[src/logic/xfer_clock_defs.svh]
// Purpose: Register offsets, field positions, reset values and counts for the transfer clock generator.
// Assumes: Included by the package and the design module.
// Notes: Definitions only.
`ifndef XFER_CLOCK_DEFS_SVH
`define XFER_CLOCK_DEFS_SVH
// ==========================================
// Register map
`define ADDR_W 4
`define DATA_W 16
`define OFS_DIVISOR 4'h0
`define OFS_CTRL_B 4'h4
`define OFS_CTRL_C 4'h8
`define OFS_STATUS 4'hC
`define RST_DIVISOR 16'h0040
`define RST_CTRL_B 16'h0000
`define RST_CTRL_C 16'h0060
// ==========================================
// Divisor fields
`define DIV_INT_HI 15
`define DIV_INT_LO 6
`define DIV_FRAC_HI 5
`define DIV_INT_W 10
`define DIV_FRAC_W 6
// ==========================================
// Control B fields
`define CB_DOUBLE 0
`define CB_OPEN_DRAIN 1
`define CB_INVERT 2
`define CB_SLAVE 3
// ==========================================
// Control C fields
`define CC_MODE_HI 1
`define CC_MODE_LO 0
`define CC_PAR_HI 3
`define CC_PAR_LO 2
`define CC_TWO_STOP 4
`define CC_SIZE_HI 7
`define CC_SIZE_LO 5
`define CC_LSB_FIRST 8
`define CC_PHASE 9
// ==========================================
// Encodings and counts
`define MODE_ASYNC 2'h0
`define MODE_SYNC 2'h1
`define MODE_SPI 2'h3
`define PAR_EVEN 2'h2
`define PAR_ODD 2'h3
`define SAMPLES_NORMAL 4'hF
`define SAMPLES_DOUBLE 4'h7
`define VOTE_NORMAL_FIRST 4'h8
`define VOTE_DOUBLE_FIRST 4'h4
`define MIN_DATA_BITS 4'h5
`define MAX_SIZE_CODE 3'h4
`define SPI_FRAME_BITS 4'h8
`define CLOCK_PERIOD_NS 20
`endif

[src/logic/xfer_clock_pkg.sv]
// Purpose: Types shared by the transfer clock generator and its bench.
// Assumes: xfer_clock_defs.svh supplies all numbers.
// Notes: Nothing here is imported; users write xfer_clock_pkg::name.
`include "xfer_clock_defs.svh"
package xfer_clock_pkg;
  typedef enum logic [2:0] {CLK_ASYNC_NORMAL, CLK_ASYNC_DOUBLE, CLK_SYNC_MASTER, CLK_SYNC_SLAVE,
    CLK_SPI_MASTER} clock_mode_t;
  typedef struct packed {
    logic [3:0] data_bits;
    logic parity_on;
    logic parity_odd;
    logic two_stop;
    logic lsb_first;
    logic spi_frame;
  } frame_format_t;
  typedef struct packed {
    logic [`ADDR_W-1:0] addr;
    logic [`DATA_W-1:0] wdata;
    logic wr;
    logic rd;
  } reg_req_t;
endpackage : xfer_clock_pkg

[src/logic/xfer_clock_gen.sv]
// Purpose: Bit-rate generator, transfer clock and frame-format logic of a serial transceiver.
// Assumes: One 50 MHz clock, synchronous inputs, software keeps settings still during a transfer.
// Notes: Shifters, buffers and error flags live elsewhere and use the ticks and format produced here.
`timescale 1ns/1ps
`include "xfer_clock_defs.svh"
module xfer_clock_gen #(
  parameter int DIV_INT_W = `DIV_INT_W
) (
  input wire logic i_clock,
  input wire logic i_srst,
  input wire xfer_clock_pkg::reg_req_t i_reg,
  input wire logic i_xfer_active,
  input wire logic i_tx_active,
  input wire logic i_tx_bit,
  input wire logic [8:0] i_tx_data,
  input wire logic i_rxd,
  input wire logic i_xck_in,
  output logic [`DATA_W-1:0] o_rd_data,
  output logic o_sample_tick,
  output logic o_bit_tick,
  output logic o_change_pulse,
  output logic o_sample_pulse,
  output logic o_xck_out,
  output logic o_xck_oe,
  output logic o_txd_out,
  output logic o_txd_oe,
  output logic o_parity,
  output logic o_start_ok,
  output logic o_start_reject,
  output logic [1:0] o_spi_mode,
  output logic [3:0] o_frame_len,
  output xfer_clock_pkg::frame_format_t o_format
);
  // The divisor layout fixes the integer field, so any other width is refused at elaboration.
  if (DIV_INT_W != `DIV_INT_W) begin : g_bad_width
    $error("integer field width must match the divisor layout");
  end

  // ==========================================
  // Registers
  logic [`DATA_W-1:0] divisor, ctrl_b, ctrl_c, next_divisor, next_ctrl_b, next_ctrl_c, next_rd_data;
  xfer_clock_pkg::clock_mode_t mode;
  xfer_clock_pkg::frame_format_t fmt;
  logic [1:0] mode_sel;
  logic invert, phase, clk_level;
  logic [3:0] frame_len;

  always_comb begin
    next_divisor = divisor;
    next_ctrl_b = ctrl_b;
    next_ctrl_c = ctrl_c;
    next_rd_data = '0;
    if (i_reg.wr) begin
      unique case (i_reg.addr)
        `OFS_DIVISOR: next_divisor = i_reg.wdata;
        `OFS_CTRL_B: next_ctrl_b = i_reg.wdata;
        `OFS_CTRL_C: next_ctrl_c = i_reg.wdata;
        default: ;
      endcase
    end
    if (i_reg.rd) begin
      unique case (i_reg.addr)
        `OFS_DIVISOR: next_rd_data = divisor;
        `OFS_CTRL_B: next_rd_data = ctrl_b;
        `OFS_CTRL_C: next_rd_data = ctrl_c;
        `OFS_STATUS: next_rd_data = {8'h00, clk_level, 3'(mode), frame_len};
        default: next_rd_data = '0;
      endcase
    end
  end

  always_ff @(posedge i_clock) begin
    if (i_srst) begin
      divisor <= `RST_DIVISOR;
      ctrl_b <= `RST_CTRL_B;
      ctrl_c <= `RST_CTRL_C;
      o_rd_data <= '0;
    end else begin
      divisor <= next_divisor;
      ctrl_b <= next_ctrl_b;
      ctrl_c <= next_ctrl_c;
      o_rd_data <= next_rd_data;
    end
  end

  // ==========================================
  // Mode and frame format decode
  logic [2:0] size_code;
  always_comb begin
    mode_sel = ctrl_c[`CC_MODE_HI:`CC_MODE_LO];
    invert = ctrl_b[`CB_INVERT];
    phase = ctrl_c[`CC_PHASE];
    if (mode_sel == `MODE_SPI) mode = xfer_clock_pkg::CLK_SPI_MASTER;
    else if (mode_sel == `MODE_SYNC && ctrl_b[`CB_SLAVE]) mode = xfer_clock_pkg::CLK_SYNC_SLAVE;
    else if (mode_sel == `MODE_SYNC) mode = xfer_clock_pkg::CLK_SYNC_MASTER;
    else if (ctrl_b[`CB_DOUBLE]) mode = xfer_clock_pkg::CLK_ASYNC_DOUBLE;
    else mode = xfer_clock_pkg::CLK_ASYNC_NORMAL;
    // Codes above nine bits clamp to nine so every setting is a legal frame.
    size_code = (ctrl_c[`CC_SIZE_HI:`CC_SIZE_LO] > `MAX_SIZE_CODE) ? `MAX_SIZE_CODE : ctrl_c[`CC_SIZE_HI:`CC_SIZE_LO];
    fmt.spi_frame = (mode == xfer_clock_pkg::CLK_SPI_MASTER);
    fmt.data_bits = fmt.spi_frame ? `SPI_FRAME_BITS : `MIN_DATA_BITS + 4'(size_code);
    fmt.parity_on = !fmt.spi_frame && ctrl_c[`CC_PAR_HI];
    fmt.parity_odd = ctrl_c[`CC_PAR_HI:`CC_PAR_LO] == `PAR_ODD;
    fmt.two_stop = !fmt.spi_frame && ctrl_c[`CC_TWO_STOP];
    fmt.lsb_first = ctrl_c[`CC_LSB_FIRST];
    frame_len = fmt.spi_frame ? fmt.data_bits : 4'(fmt.data_bits + 4'(fmt.parity_on) + 4'(fmt.two_stop) + 4'h2);
  end

  // ==========================================
  // Rate generator and transfer clock
  logic [DIV_INT_W-1:0] int_part, cnt, next_cnt;
  logic [`DIV_FRAC_W-1:0] acc, next_acc;
  logic stretch, next_stretch, tick, next_clk_level, is_async, is_master;
  logic [3:0] scnt, next_scnt, last_sample;
  logic [DIV_INT_W:0] limit;
  logic xck_s1, xck_s2;

  always_comb begin
    int_part = (divisor[`DIV_INT_HI:`DIV_INT_LO] == '0) ? DIV_INT_W'(1) : divisor[`DIV_INT_HI:`DIV_INT_LO];
    is_async = mode == xfer_clock_pkg::CLK_ASYNC_NORMAL || mode == xfer_clock_pkg::CLK_ASYNC_DOUBLE;
    is_master = mode == xfer_clock_pkg::CLK_SYNC_MASTER || mode == xfer_clock_pkg::CLK_SPI_MASTER;
    last_sample = (mode == xfer_clock_pkg::CLK_ASYNC_DOUBLE) ? `SAMPLES_DOUBLE : `SAMPLES_NORMAL;
    // In async mode the period is int + frac/64 clocks, so rate = 64*f/(S*divisor).
    limit = {1'b0, int_part} + (DIV_INT_W+1)'(stretch);
    tick = 1'b0;
    next_cnt = cnt + DIV_INT_W'(1);
    next_acc = acc;
    next_stretch = stretch;
    next_scnt = scnt;
    next_clk_level = clk_level;
    if (is_async) begin
      next_clk_level = 1'b0;
      if ({1'b0, cnt} >= limit - (DIV_INT_W+1)'(1)) begin
        tick = 1'b1;
        next_cnt = '0;
        {next_stretch, next_acc} = {1'b0, acc} + {1'b0, divisor[`DIV_FRAC_HI:0]};
        next_scnt = (scnt == last_sample) ? 4'h0 : scnt + 4'h1;
      end
    end else if (is_master) begin
      next_scnt = '0;
      next_acc = '0;
      next_stretch = 1'b0;
      if (!i_xfer_active) begin
        next_cnt = '0;
        next_clk_level = 1'b0;
      end else if (cnt >= int_part - DIV_INT_W'(1)) begin
        next_cnt = '0;
        next_clk_level = !clk_level;
      end
    end else begin
      next_cnt = '0;
      next_scnt = '0;
      next_acc = '0;
      next_stretch = 1'b0;
      next_clk_level = xck_s2 ^ invert;
    end
  end

  always_ff @(posedge i_clock) begin
    if (i_srst) begin
      cnt <= '0;
      acc <= '0;
      stretch <= 1'b0;
      scnt <= '0;
      clk_level <= 1'b0;
      xck_s1 <= 1'b1;
      xck_s2 <= 1'b1;
    end else begin
      cnt <= next_cnt;
      acc <= next_acc;
      stretch <= next_stretch;
      scnt <= next_scnt;
      clk_level <= next_clk_level;
      xck_s1 <= i_xck_in;
      xck_s2 <= xck_s1;
    end
  end

  // ==========================================
  // Start bit vote
  typedef enum logic [1:0] {HUNT, COUNT, VOTE} vote_state_t;
  vote_state_t vstate, next_vstate;
  logic [3:0] vcnt, next_vcnt, vote_first;
  logic [1:0] lows, next_lows;
  logic rx_prev, next_rx_prev, next_start_ok, next_start_reject, do_sample;

  always_comb begin
    vote_first = (mode == xfer_clock_pkg::CLK_ASYNC_DOUBLE) ? `VOTE_DOUBLE_FIRST : `VOTE_NORMAL_FIRST;
    do_sample = tick && is_async;
    next_vstate = vstate;
    next_vcnt = vcnt;
    next_lows = lows;
    next_rx_prev = do_sample ? i_rxd : rx_prev;
    next_start_ok = 1'b0;
    next_start_reject = 1'b0;
    if (!is_async) begin
      next_vstate = HUNT;
      next_rx_prev = 1'b1;
    end else if (do_sample) begin
      unique case (vstate)
        HUNT: begin
          next_vcnt = 4'h1;
          next_lows = '0;
          if (rx_prev && !i_rxd) next_vstate = COUNT;
        end
        COUNT: begin
          next_vcnt = vcnt + 4'h1;
          if (vcnt + 4'h1 == vote_first) begin
            next_vstate = VOTE;
            next_lows = 2'(!i_rxd);
          end
        end
        VOTE: begin
          next_vcnt = vcnt + 4'h1;
          if (vcnt + 4'h1 == vote_first + 4'h2) begin
            next_vstate = HUNT;
            // Two lows of three accept; otherwise a noise spike is dropped.
            next_start_ok = (lows + 2'(!i_rxd)) >= 2'h2;
            next_start_reject = !next_start_ok;
          end else begin
            next_lows = lows + 2'(!i_rxd);
          end
        end
      endcase
    end
  end

  always_ff @(posedge i_clock) begin
    if (i_srst) begin
      vstate <= HUNT;
      vcnt <= '0;
      lows <= '0;
      rx_prev <= 1'b1;
      o_start_ok <= 1'b0;
      o_start_reject <= 1'b0;
    end else begin
      vstate <= next_vstate;
      vcnt <= next_vcnt;
      lows <= next_lows;
      rx_prev <= next_rx_prev;
      o_start_ok <= next_start_ok;
      o_start_reject <= next_start_reject;
    end
  end

  // ==========================================
  // Pins, edges and parity
  logic rise, fall, next_change, next_samp, next_txd_val, next_par;
  logic [8:0] data_mask;

  always_comb begin
    rise = next_clk_level && !clk_level;
    fall = !next_clk_level && clk_level;
    // Internal level is pin xor inversion, so change is its rise and sample its fall, except in SPI with the phase bit clear, where they swap.
    if (mode == xfer_clock_pkg::CLK_SPI_MASTER) begin
      next_change = phase ? rise : fall;
      next_samp = phase ? fall : rise;
    end else begin
      next_change = !is_async && rise;
      next_samp = !is_async && fall;
    end
    next_txd_val = i_tx_active ? i_tx_bit : 1'b1;
    data_mask = 9'h1FF >> (4'h9 - fmt.data_bits);
    next_par = (^(i_tx_data & data_mask)) ^ fmt.parity_odd;
  end

  always_ff @(posedge i_clock) begin
    if (i_srst) begin
      o_sample_tick <= 1'b0;
      o_bit_tick <= 1'b0;
      o_change_pulse <= 1'b0;
      o_sample_pulse <= 1'b0;
      o_xck_out <= 1'b0;
      o_xck_oe <= 1'b0;
      o_txd_out <= 1'b1;
      o_txd_oe <= 1'b0;
      o_parity <= 1'b0;
      o_spi_mode <= '0;
      o_frame_len <= '0;
      o_format <= '0;
    end else begin
      o_sample_tick <= tick && is_async;
      o_bit_tick <= tick && is_async && scnt == last_sample;
      o_change_pulse <= next_change;
      o_sample_pulse <= next_samp;
      o_xck_out <= next_clk_level ^ invert;
      o_xck_oe <= is_master;
      o_txd_out <= ctrl_b[`CB_OPEN_DRAIN] ? 1'b0 : next_txd_val;
      o_txd_oe <= ctrl_b[`CB_OPEN_DRAIN] ? !next_txd_val : i_tx_active;
      o_parity <= next_par;
      o_spi_mode <= {invert, phase};
      o_frame_len <= frame_len;
      o_format <= fmt;
    end
  end

  logic [DIV_INT_W+1:0] gap;
  logic cfg_quiet;
  always_ff @(posedge i_clock) begin
    if (i_srst || o_sample_tick) gap <= '0;
    else gap <= gap + (DIV_INT_W+2)'(1);
    if (i_srst || i_reg.wr || !is_async) cfg_quiet <= 1'b0;
    else if (o_sample_tick) cfg_quiet <= 1'b1;
  end
endmodule : xfer_clock_gen

[config.mk]
export PLATFORM = sky130hd
export DESIGN_NAME = xfer_clock_gen
export DESIGN_NICKNAME = d
export VERILOG_FILES = /design/src/logic/xfer_clock_pkg.sv /design/src/logic/xfer_clock_gen.sv
export VERILOG_INCLUDE_DIRS = /design/src /design/src/logic
export SDC_FILE = /design/constraint.sdc
export NUM_CORES = 1
export LEC_CHECK = 0
export ABC_AREA = 1
export BUFFER_PORTS_ARGS = -buffer_cell sky130_fd_sc_hd__buf_2
export CORE_ASPECT_RATIO = 1.25
export CORE_MARGIN = 2
export CORE_UTILIZATION = 58
export CTS_CLUSTER_SIZE = 8
export DETAILED_ROUTE_END_ITERATION = 8
export PLACE_DENSITY_LB_ADDON = 0.2
export SKIP_LAST_GASP = 1
export SYNTH_ARGS = -nofsm -noshare
export SYNTH_HDL_FRONTEND = slang
export SYNTH_SLANG_ARGS = --single-unit
[constraint.sdc]
create_clock -name i_clock -period 3.55 [get_ports i_clock]
set_input_delay 0.5325 -clock i_clock [delete_from_list [all_inputs] [get_ports i_clock]]
set_output_delay 0.5325 -clock i_clock [all_outputs]
set_load 0.01 [all_outputs]
==> metrics.csv, run 1 <==
stage,metric,value,unit
routing,WL per Instance,15.23,um
cells_and_area,fill cell count,888,
clock_network,root buf cell,clkbuf_16,
synthesis,Mapped Cells,822,
pwr,Peak VDD IR,0.3552,mV
floorplan,core area,0.01051,mm^2
pwr,sequential group share of total power,37.4,%
routing,DR vias,5852,
setup_path,Worst Path Required,3840,ps
global_route,global-route wire length before repair,26300,um
clock_network,"Clk pin slew, worst setup/hold paths",60,ps
clock_network,clk sinks,123,
routing,DRT Pass-1 Iters,5,
sta,Max Freq,297.8,MHz
sta,worst-margin pin slew,804.3,ps
setup_path,Crit path top cell by count,inv_1,
synthesis,syn_nets,907,
cells_and_area,Antenna Cells,0,
synthesis,Mean Syn Cell Area,7.582,um^2
flow_run,max-cap check violation count,0,
floorplan,Die Span Y,119.9,um
clock_network,Clock Latency Late Sink,430,ps
floorplan,IO Count,80,
pwr,clock share of power,41.7,%
cells_and_area,"commonest non-fill, non-tap cell in the layout",nand2_1,
sta,setup TNS,0,ps
sta,max_slew headroom,46.25,%
status,status,"finished, final reports clean",
routing,DRT iter0 DRCs,319,
placement,DP Cell Count,1019,
cells_and_area,Post-Layout Cell Count,1056,
sta,Final min period,3358,ps
global_route,largest net degree at the start of global routing,46,
setup_path,Setup CP Type,reg2reg,
synthesis,post-synth cell types,40,
global_route,initial antenna violation count,0,
pwr,sw power,1.306,mW
cells_and_area,most frequent cells in the layout,"nand2_1 (128), dfxtp_1 (123), inv_1 (111)",
cells_and_area,layout cell share with drive strength beyond 1,16.56,%
setup_path,Crit path largest cell delay,330,ps
placement,GPL Wtd Cong,0.9489,
cells_and_area,fin area,0.007462,mm^2
floorplan,die area,0.01160,mm^2
placement,Placed Area,0.006773,mm^2
setup_path,CP max-delay cell,dfxtp_1,
setup_path,crit end category,flip-flop,
floorplan,std cell rows,42,
sta,period utilization,94.58,%
clock_network,clock buffer depth,2,
routing,Detail Route Antenna Nets,0,
cells_and_area,Multi-input gate area,0.003263,mm^2
placement,number of port buffers,79,
cells_and_area,synthesis-to-finish area growth,19.74,%
floorplan,Initial Util,59.30,%
global_route,Total GRT Usage,27.89,%
routing,Routed WL,16080,um
pwr,Internal Pwr Total,2.905,mW
synthesis,Ys Warns,0,
sta,hold slack,285.3,ps
clock_network,CTS Buf Count,17,
pwr,Logic pwr share,20.9,%
floorplan,Die X,96.72,um
sta,clock skew,8.474,ps
setup_path,Worst setup SP type,flip-flop,
synthesis,Mapped Area,0.006232,mm^2
cells_and_area,fin nets,996,
sta,Max Slew Vio Count,0,
setup_path,Worst Path Arrival,3640,ps
clock_network,H-tree lvl count,4,
global_route,vias in the first global route,5702,
clock_network,hold_buf cts,0,
hold_path,worst min path class,in2reg,
cells_and_area,Layout Utilization,71.00,%
clock_network,CTS tree,built,
setup_path,crit path cell chain,nor2_4 > inv_1 > nor4_4 > nand2_1 > nand2_2 > inv_1 > ha_1 > ha_2 > nand2_2 > nor2_2 > xor2_1 > ha_1 > nand2_1 > inv_1 > nand3_1 > nand3b_1 > nand3_4 > buf_12 > nand2_8 > o21ai_0 > nor2_1,
pwr,Power Density,564.3,mW/mm^2
placement,Post-DP HPWL,11620,um
cells_and_area,FF/Latch Area,0.002462,mm^2
global_route,"Remaining Overflow, GRT",0,
synthesis,part of the Yosys area used for sequential elements,39.51,%
sta,Final Hold Fails,0,
routing,Residual DRC,0,
pwr,switching part of the total,31.02,%
pwr,Static Leakage,3.490,nW
setup_path,critical-path maximum fanout,11,
routing,Vias per Instance,5.542,
synthesis,Synth Register Bits,123,
sta,final setup vio count,0,
worst max-delay path: cells and delay by family (launching register included):
kind | cells | cell delay [ps]
simple gates | 12 | 1500
flops | 1 | 330
xor+xnor | 1 | 140
buf+inv | 4 | 350
fa+ha+maj | 3 | 720
compound gates | 1 | 180
power by group through the flow:
| stage | Clock [mW] | Sequential (mW) | Combinational (mW) |
|---|---|---|---|
| global route | 1.83 | 1.59 | 1.01 |
| finish | 1.76 | 1.57 | 0.882 |
| detailed placement | 0 | 1.60 | 0.813 |
| global placement | 0 | 1.60 | 0.780 |
| floorplan | 0 | 1.59 | 0.606 |
| CTS | 1.77 | 1.57 | 0.822 |
area by class of cell:
class	instances	share of cell area, %
Clock buffer	17	5.701
Clock inverter	15	2.398
Sequential cell	123	33.00
Tap cell	132	2.213
Multi-Input combinational cell	559	43.73
Timing Repair Buffer	95	7.176
Inverter	115	5.785
through the flow:
stage | power [mW] | setup WS (ps)
after floorplan | 2.196 | 389.6
after global placement | 2.376 | 156.0
after detailed placement | 2.415 | -41.88
after CTS | 4.163 | 15.81
after global routing | 4.428 | -17.25
final | 4.211 | 192.3
kinds of logic (layout without fill, tap and decap cells):
family	count (synthesis)	in the layout	share of synthesized area, %
flip-flops	123	123	39.51
AO/OA/AOI/OAI	168	168	14.96
XOR/XNOR	32	32	4.497
buffers and inverters	140	242	8.773
adder cells (fa/ha/maj)	47	47	9.677
AND/OR/NAND/NOR	312	312	22.59
repair_timing:
item,CTS,global route
endpoints found under the setup margin,8,31
hold endpoints to repair,0,0
pin swaps,0,4
setup buffers,0,5
resized for setup,1,10
Yosys cell counts:
library cell / count / area, um^2
nand2_1: 130 / 488.0
dfxtp_1: 123 / 2462
inv_1: 111 / 416.7
nor2_1: 88 / 330.3
a21oi_1: 74 / 370.4
o21ai_0: 60 / 300.3
ha_1: 45 / 563.0
nand3_1: 43 / 215.2
xor2_1: 26 / 227.7
nand4_1: 17 / 106.4
clkbuf_1: 16 / 60.06
o22ai_1: 9 / 56.30
nand3b_1: 8 / 60.06
a221oi_1: 6 / 52.55
nor3_1: 6 / 30.03
xnor2_1: 6 / 52.55
buf_2: 5 / 25.02
o221ai_1: 5 / 43.79
or2_2: 5 / 31.28
nor2_2: 3 / 18.77
nor4_1: 3 / 18.77
o211ai_1: 3 / 22.52
o21a_1: 3 / 22.52
a211oi_1: 2 / 15.01
a21o_1: 2 / 15.01
buf_1: 2 / 7.510
buf_6: 2 / 22.52
clkinv_1: 2 / 7.510
fa_1: 2 / 40.04
inv_2: 2 / 7.510
nand2_2: 2 / 12.51
nor2_4: 2 / 22.52
o32ai_1: 2 / 17.52
a21boi_0: 1 / 7.510
a22o_1: 1 / 8.760
nand2_8: 1 / 20.02
nand3_2: 1 / 10.01
nand3_4: 1 / 17.52
nor3_2: 1 / 10.01
nor3_4: 1 / 16.27
state kept, by name, indices dropped and copies added, names as in the netlist, 4 cells and up:
name / count
ctrl_b: 16
ctrl_c: 16
divisor: 16
o_rd_data: 16
cnt: 10
o_format: 9
acc: 6
o_frame_len: 4
scnt: 4
vcnt: 4
metal layers:
| layer | GRT usage, % | wire [um] | vias to the layer above |
|---|---|---|---|
| li1 | - | - | 2895 |
| met5 | 0 | 0 | - |
| met2 | 48.18 | 8097 | 185 |
| met3 | 6.872 | 1027 | 33 |
| met1 | 33.54 | 6603 | 2739 |
| met4 | 10.56 | 354 | 0 |
final timing paths:
| path | from | to | slack, ps | cells after the start |
|---|---|---|---|---|
| worst max register to register | divisor[8] | vcnt[1] | 190 | 21 |
| worst max-delay path | divisor[8] | vcnt[1] | 190 | 21 |
| worst min register to register | xck_s1 | xck_s2 | 430 | 1 |
| worst min-delay path | i_xck_in | xck_s1 | 290 | 2 |
(Power assumes the default switching activity.)
==> inputs of run 2 (changes only) <==
- REMOVE_ABC_BUFFERS: not set -> 1
==> metrics.csv, run 2 (synthesized netlist as in run 1, its figures left out) <==
stage,metric,value,unit,change
routing,WL per Instance,15.10,um,-0.84%
floorplan,core area,0.01051,mm^2,unchanged
setup_path,Crit path largest cell delay,340,ps,about the same
setup_path,Critical path destination,vcnt[1],,
routing,Routed WL,15990,um,-0.56%
setup_path,FF-to-FF setup slack,210,ps,+20 ps
clock_network,hold_buf cts,0,,unchanged
setup_path,crit end category,flip-flop,,
routing,DRT iter0 DRCs,405,,+27%
cells_and_area,fin area,0.007492,mm^2,+0.40%
sta,final setup vio count,0,,unchanged
floorplan,Die Span Y,119.9,um,unchanged
pwr,sw power,1.307,mW,about the same
routing,Detail Route Antenna Nets,0,,unchanged
placement,GPL Wtd Cong,0.9284,,-2.2%
clock_network,clk sinks,123,,unchanged
cells_and_area,most frequent cells in the layout,"nand2_1 (130), dfxtp_1 (121), inv_1 (111)",,
clock_network,clock buffer depth,2,,unchanged
sta,max_slew headroom,43.66,%,-2.6 points
cells_and_area,Layout Utilization,71.29,%,+0.29 points
setup_path,"CP delay by family, top",simple AND/OR/NAND/NOR gates,,
sta,PnR worst setup slack,209.6,ps,+17.36 ps
setup_path,Worst path depth,21,,unchanged
placement,Post-DP HPWL,11380,um,-2.1%
global_route,global-route wire length before repair,25630,um,-2.5%
placement,Placed Area,0.006760,mm^2,-0.18%
setup_path,Setup CP Type,reg2reg,,
floorplan,IO Count,80,,unchanged
global_route,Total GRT Usage,27.10,%,-0.79 points
pwr,clock share of power,42.2,%,+0.5 points
sta,Max Slew Vio Count,0,,unchanged
pwr,Logic pwr share,21.1,%,+0.2 points
cells_and_area,synthesis-to-finish area growth,20.22,%,
cells_and_area,Antenna Cells,0,,unchanged
sta,setup TNS,0,ps,unchanged
clock_network,"Clk pin slew, worst setup/hold paths",60,ps,about the same
placement,pre-CTS WS,-27.06,ps,+14.82 ps
sta,Final min period,3340,ps,-17.36 ps
clock_network,CTS tree,built,,
setup_path,Worst Path Required,3850,ps,about the same
status,status,"finished, final reports clean",,
pwr,sequential group share of total power,36.7,%,-0.7 points
floorplan,die area,0.01160,mm^2,unchanged
cells_and_area,"commonest non-fill, non-tap cell in the layout",nand2_1,,
sta,clock skew,7.095,ps,-1.379 ps
hold_path,worst min path class,in2reg,,
routing,DRT Pass-1 Iters,5,,unchanged
routing,DR vias,5866,,+0.24%
sta,worst-margin pin slew,843.1,ps,+38.78 ps
pwr,switching part of the total,30.42,%,-0.60 points
setup_path,reg2reg start,divisor[11],,
sta,period utilization,94.10,%,-0.49 points
floorplan,Die X,96.72,um,unchanged
setup_path,worst setup path start,divisor[11],,
floorplan,std cell rows,42,,unchanged
sta,Final Hold Fails,0,,unchanged
global_route,initial antenna violation count,0,,unchanged
setup_path,Worst Path Arrival,3640,ps,about the same
setup_path,Crit path top cell by count,nand2_1,,
clock_network,H-tree lvl count,4,,unchanged
pwr,Power Density,573.3,mW/mm^2,+1.6%
clock_network,CTS Buf Count,17,,unchanged
floorplan,Initial Util,59.30,%,unchanged
clock_network,Clock Latency Late Sink,410,ps,-20 ps
pwr,Static Leakage,3.495,nW,+0.14%
setup_path,worst r2r dst,vcnt[1],,
sta,Max Freq,299.4,MHz,+0.52%
global_route,vias in the first global route,5600,,-1.8%
global_route,largest net degree at the start of global routing,51,,+11%
setup_path,WP buf/inv,3,,-1
cells_and_area,layout cell share with drive strength beyond 1,16.83,%,+0.27 points
routing,Residual DRC,0,,unchanged
setup_path,crit path cell chain,nor2_2 > nand2_1 > nor4_4 > nand2_1 > nand2_1 > inv_1 > ha_1 > ha_2 > nand2_2 > nor2_2 > xor2_1 > ha_1 > nand2_1 > inv_1 > nand3_1 > nand3b_1 > nand3_4 > buf_4 > nand2_8 > o21ai_0 > nor2_1,,
pwr,"Power, Total",4.295,mW,+2.0%
flow_run,max-cap check violation count,0,,unchanged
setup_path,Worst setup SP type,flip-flop,,
pwr,Peak VDD IR,0.3648,mV,+2.7%
routing,Vias per Instance,5.539,,about the same
setup_path,reg2reg path depth,21,,unchanged
cells_and_area,fin nets,999,,+0.30%
pwr,Internal Pwr Total,2.989,mW,+2.9%
setup_path,CP max-delay cell,dfxtp_1,,
global_route,"Remaining Overflow, GRT",0,,unchanged
setup_path,critical-path maximum fanout,9,,-2
clock_network,root buf cell,clkbuf_16,,
placement,number of port buffers,79,,unchanged
-- run 2: cell type report --
type,instances,area (um^2)
Clock buffer,18,439.2
Clock inverter,14,178.9
Fill cell,861,3018
Inverter,115,431.7
Multi-Input combinational cell,560,3278
Sequential cell,123,2465
Tap cell,132,165.2
Timing Repair Buffer,97,534.3
-- run 2: worst min path at each step --
stage | from | slack (ps) | depth (start not counted) | to
CTS | i_xck_in | 290 | 2 | xck_s1
global placement | xck_s1 | 400 | 1 | xck_s2
finish | i_xck_in | 300 | 2 | xck_s1
floorplan | xck_s1 | 390 | 1 | xck_s2
global route | i_xck_in | 310 | 2 | xck_s1
detailed placement | xck_s1 | 400 | 1 | xck_s2
-- run 2: what timing repair did --
| action | 4_1_cts | 5_1_grt |
|---|---|---|
| endpoints found under the setup margin | 15 | 33 |
| pin swaps | 0 | 6 |
| cloned | 0 | 1 |
| gates resized for setup | 1 | 10 |
| setup buffers | 0 | 7 |
-- run 2: metrics by stage --
| step | cells | hold WS, ps |
|---|---|---|
| floorplan | 797 | 389.5 |
| global placement | 1019 | 402.2 |
| detailed placement | 1019 | 400.2 |
| CTS | 1051 | 289.0 |
| global route | 1059 | 308.4 |
| finish | 1059 | 296.8 |
-- run 2: metal layers --
metal / track usage, % / vias to the layer above / wire length [um]
met5: 0 / - / 0
met4: 11.09 / 0 / 399
met3: 5.416 / 37 / 793
met2: 47.74 / 193 / 8162
met1: 32.24 / 2740 / 6636
li1: - / 2896 / -
-- run 2: power by group through the flow --
stage          Combinational, mW  Clock [mW]  Sequential (mW)
4_1_cts                    0.822        1.82             1.58
5_1_grt                     1.02        1.88             1.59
2_1_floorplan              0.570           0             1.59
3_5_place_dp               0.810           0             1.61
3_3_place_gp               0.763           0             1.60
6_report                   0.907        1.81             1.58
-- run 2: worst register-to-register path, stage by stage, from the launching register on --
cell and delay [ps]:
dfxtp_1 340, nor2_2 170, nand2_1 140, nor4_4 180
nand2_1 80, nand2_1 90, inv_1 60, ha_1 190
ha_2 200, nand2_2 100, nor2_2 70, xor2_1 150
ha_1 330, nand2_1 80, inv_1 60, nand3_1 100
nand3b_1 290, nand3_4 160, buf_4 160, nand2_8 70
o21ai_0 170, nor2_1 50
==> inputs of run 3 (changes only) <==
- SETUP_SLACK_MARGIN: not set -> 0.3
==> metrics.csv, run 3 (synthesized netlist as in run 1, its figures left out) <==
stage,metric,value,unit,change
sta,max_slew headroom,43.74,%,+0.083 points
cells_and_area,fin area,0.007940,mm^2,+6.0%
sta,Final Hold Fails,0,,unchanged
sta,RSZ-0062 raised after global routing,true,,
pwr,Internal Pwr Total,3.128,mW,+4.7%
clock_network,CTS Buf Count,17,,unchanged
cells_and_area,layout cell share with drive strength beyond 1,23.60,%,+6.8 points
sta,period utilization,93.43,%,-0.66 points
setup_path,WP buf/inv,5,,+2
routing,Routed WL,17640,um,+10%
floorplan,std cell rows,42,,unchanged
placement,Post-DP HPWL,11380,um,unchanged
cells_and_area,fill cell count,769,,-11%
clock_network,Clock Latency Late Sink,420,ps,about the same
routing,Detail Route Antenna Nets,0,,unchanged
setup_path,Worst setup SP type,flip-flop,,
pwr,clock share of power,39.8,%,-2.4 points
sta,final setup vio count,0,,unchanged
setup_path,Worst Path Required,3880,ps,+30 ps
status,status,"finished, final reports clean",,
floorplan,Die X,96.72,um,unchanged
clock_network,root buf cell,clkbuf_16,,
setup_path,Worst Path Arrival,3650,ps,about the same
pwr,Peak VDD IR,0.3555,mV,-2.6%
pwr,switching part of the total,31.49,%,+1.1 points
sta,Final min period,3317,ps,-23.49 ps
cells_and_area,Multi-input gate area,0.003503,mm^2,+6.9%
clock_network,clk sinks,123,,unchanged
setup_path,Crit path largest cell delay,360,ps,+20 ps
floorplan,Die Span Y,119.9,um,unchanged
pwr,Power Density,575.1,mW/mm^2,+0.30%
cells_and_area,Antenna Cells,0,,unchanged
pwr,Logic pwr share,25.5,%,+4.4 points
setup_path,CP max-delay cell,dfxtp_4,,
sta,Max Freq,301.5,MHz,+0.71%
global_route,Total GRT Usage,27.71,%,+0.60 points
clock_network,CTS tree,built,,
routing,WL per Instance,16.32,um,+8.1%
setup_path,"CP delay by family, top",simple AND/OR/NAND/NOR gates,,
setup_path,crit end category,flip-flop,,
clock_network,clock buffer depth,2,,unchanged
floorplan,Initial Util,59.30,%,unchanged
global_route,vias in the first global route,5777,,+3.2%
floorplan,die area,0.01160,mm^2,unchanged
pwr,sequential group share of total power,34.7,%,-2.0 points
cells_and_area,most frequent cells in the layout,"dfxtp_1 (115), nand2_1 (114), inv_1 (109)",,
sta,hold slack,292.9,ps,-3.931 ps
cells_and_area,synthesis-to-finish area growth,27.40,%,
routing,DRT Pass-1 Iters,6,,+1
sta,Max Slew Vio Count,0,,unchanged
clock_network,"Clk pin slew, worst setup/hold paths",60,ps,about the same
flow_run,max-cap check violation count,0,,unchanged
global_route,initial antenna violation count,0,,unchanged
sta,PnR worst setup slack,233.1,ps,+23.49 ps
placement,number of port buffers,79,,unchanged
setup_path,crit path cell chain,nor2_4 > inv_2 > nor4_4 > nand2_1 > nand2_2 > inv_2 > ha_4 > ha_4 > nand2_4 > nor2_4 > xor2_1 > ha_1 > nand2_1 > inv_1 > nand3_2 > nand3b_1 > nand3_4 > buf_4 > clkbuf_16 > nand3b_1 > a21oi_1,,
clock_network,hold_buf cts,0,,unchanged
sta,worst-margin pin slew,841.8,ps,-1.244 ps
routing,Residual DRC,0,,unchanged
global_route,global-route wire length before repair,26210,um,+2.3%
placement,pre-CTS WS,-27.06,ps,unchanged
setup_path,critical-path maximum fanout,5,,-4
pwr,sw power,1.438,mW,+10%
global_route,largest net degree at the start of global routing,51,,unchanged
hold_path,worst min path class,in2reg,,
global_route,"Remaining Overflow, GRT",0,,unchanged
sta,clock skew,6.714,ps,-0.3810 ps
cells_and_area,FF/Latch Area,0.002482,mm^2,+0.71%
placement,GPL Wtd Cong,0.9284,,unchanged
cells_and_area,"commonest non-fill, non-tap cell in the layout",dfxtp_1,,
floorplan,IO Count,80,,unchanged
routing,DRT iter0 DRCs,572,,+41%
routing,Vias per Instance,5.708,,+3.0%
sta,setup TNS,0,ps,unchanged
setup_path,Setup CP Type,reg2reg,,
floorplan,core area,0.01051,mm^2,unchanged
clock_network,H-tree lvl count,4,,unchanged
placement,Placed Area,0.006760,mm^2,unchanged
cells_and_area,fin nets,1021,,+2.2%
pwr,Static Leakage,3.673,nW,+5.1%
routing,DR vias,6170,,+5.2%
run 3: changes by cell type in the layout (fill, tap and decap cells not counted), moves of 5 or more:
cell     change
nand2_2     +13
nor2_1       -9
nor2_2       +5
nand3_1      -5
o21ai_0      -7
dfxtp_1      -6
buf_4       +15
nand3_2      +5
nand2_1     -16
run 3: power by group through the flow:
stage | sequential [mW] | combinational, mW | clock (mW)
detailed placement | 1.61 | 0.810 | 0
finish | 1.58 | 1.17 | 1.82
global route | 1.59 | 1.27 | 1.88
global placement | 1.60 | 0.763 | 0
CTS | 1.58 | 0.883 | 1.82
floorplan | 1.59 | 0.570 | 0
run 3: area by class of cell:
type | instances | share of cell area (%)
multi-input combinational | 562 | 44.12
sequential | 123 | 31.26
timing repair buffer | 117 | 9.313
clock buffer | 18 | 5.531
inverter | 115 | 5.436
clock inverter | 14 | 2.253
tap | 132 | 2.080
run 3: final timing paths:
path                            endpoint  slack (ps)  startpoint  cells after the start
worst max-delay path             scnt[3]         230  divisor[8]                     21
worst min-delay path              xck_s1         290    i_xck_in                      2
worst max register to register   scnt[3]         230  divisor[8]                     21
worst min register to register    xck_s2         420      xck_s1                      1
run 3: metal layers:
| metal | share of wire [%] | track usage, % |
|---|---|---|
| met1 | 38 | 32.16 |
| met2 | 51 | 49.09 |
| met3 | 7.1 | 5.649 |
| met4 | 3.9 | 12.50 |
| met5 | 0 | 0 |
run 3: per-stage QoR:
stage / cells / total power [mW] / util [%]
3_5_place_dp: 1019 / 2.415 / 64.32
6_report: 1081 / 4.566 / 75.55
4_1_cts: 1062 / 4.278 / 71.60
5_1_grt: 1081 / 4.752 / 75.55
3_3_place_gp: 1019 / 2.360 / 64.32
2_1_floorplan: 797 / 2.160 / -
run 3: worst register-to-register path, delay by kind of cell (launching register included):
kind,cells,cell delay [ps]
AOI/OAI and AO/OA,1,170
DFF,1,360
xor gates and xnor gates,1,140
buffers and inverters,5,460
and+or+nand+nor,11,1400
adders and majority gates,3,700
run 3: repair_timing:
item,CTS,global route
endpoints found under the setup margin,33,38
pin swaps,7,29
gates cloned,0,5
resized for setup,17,69
setup buffers,11,14
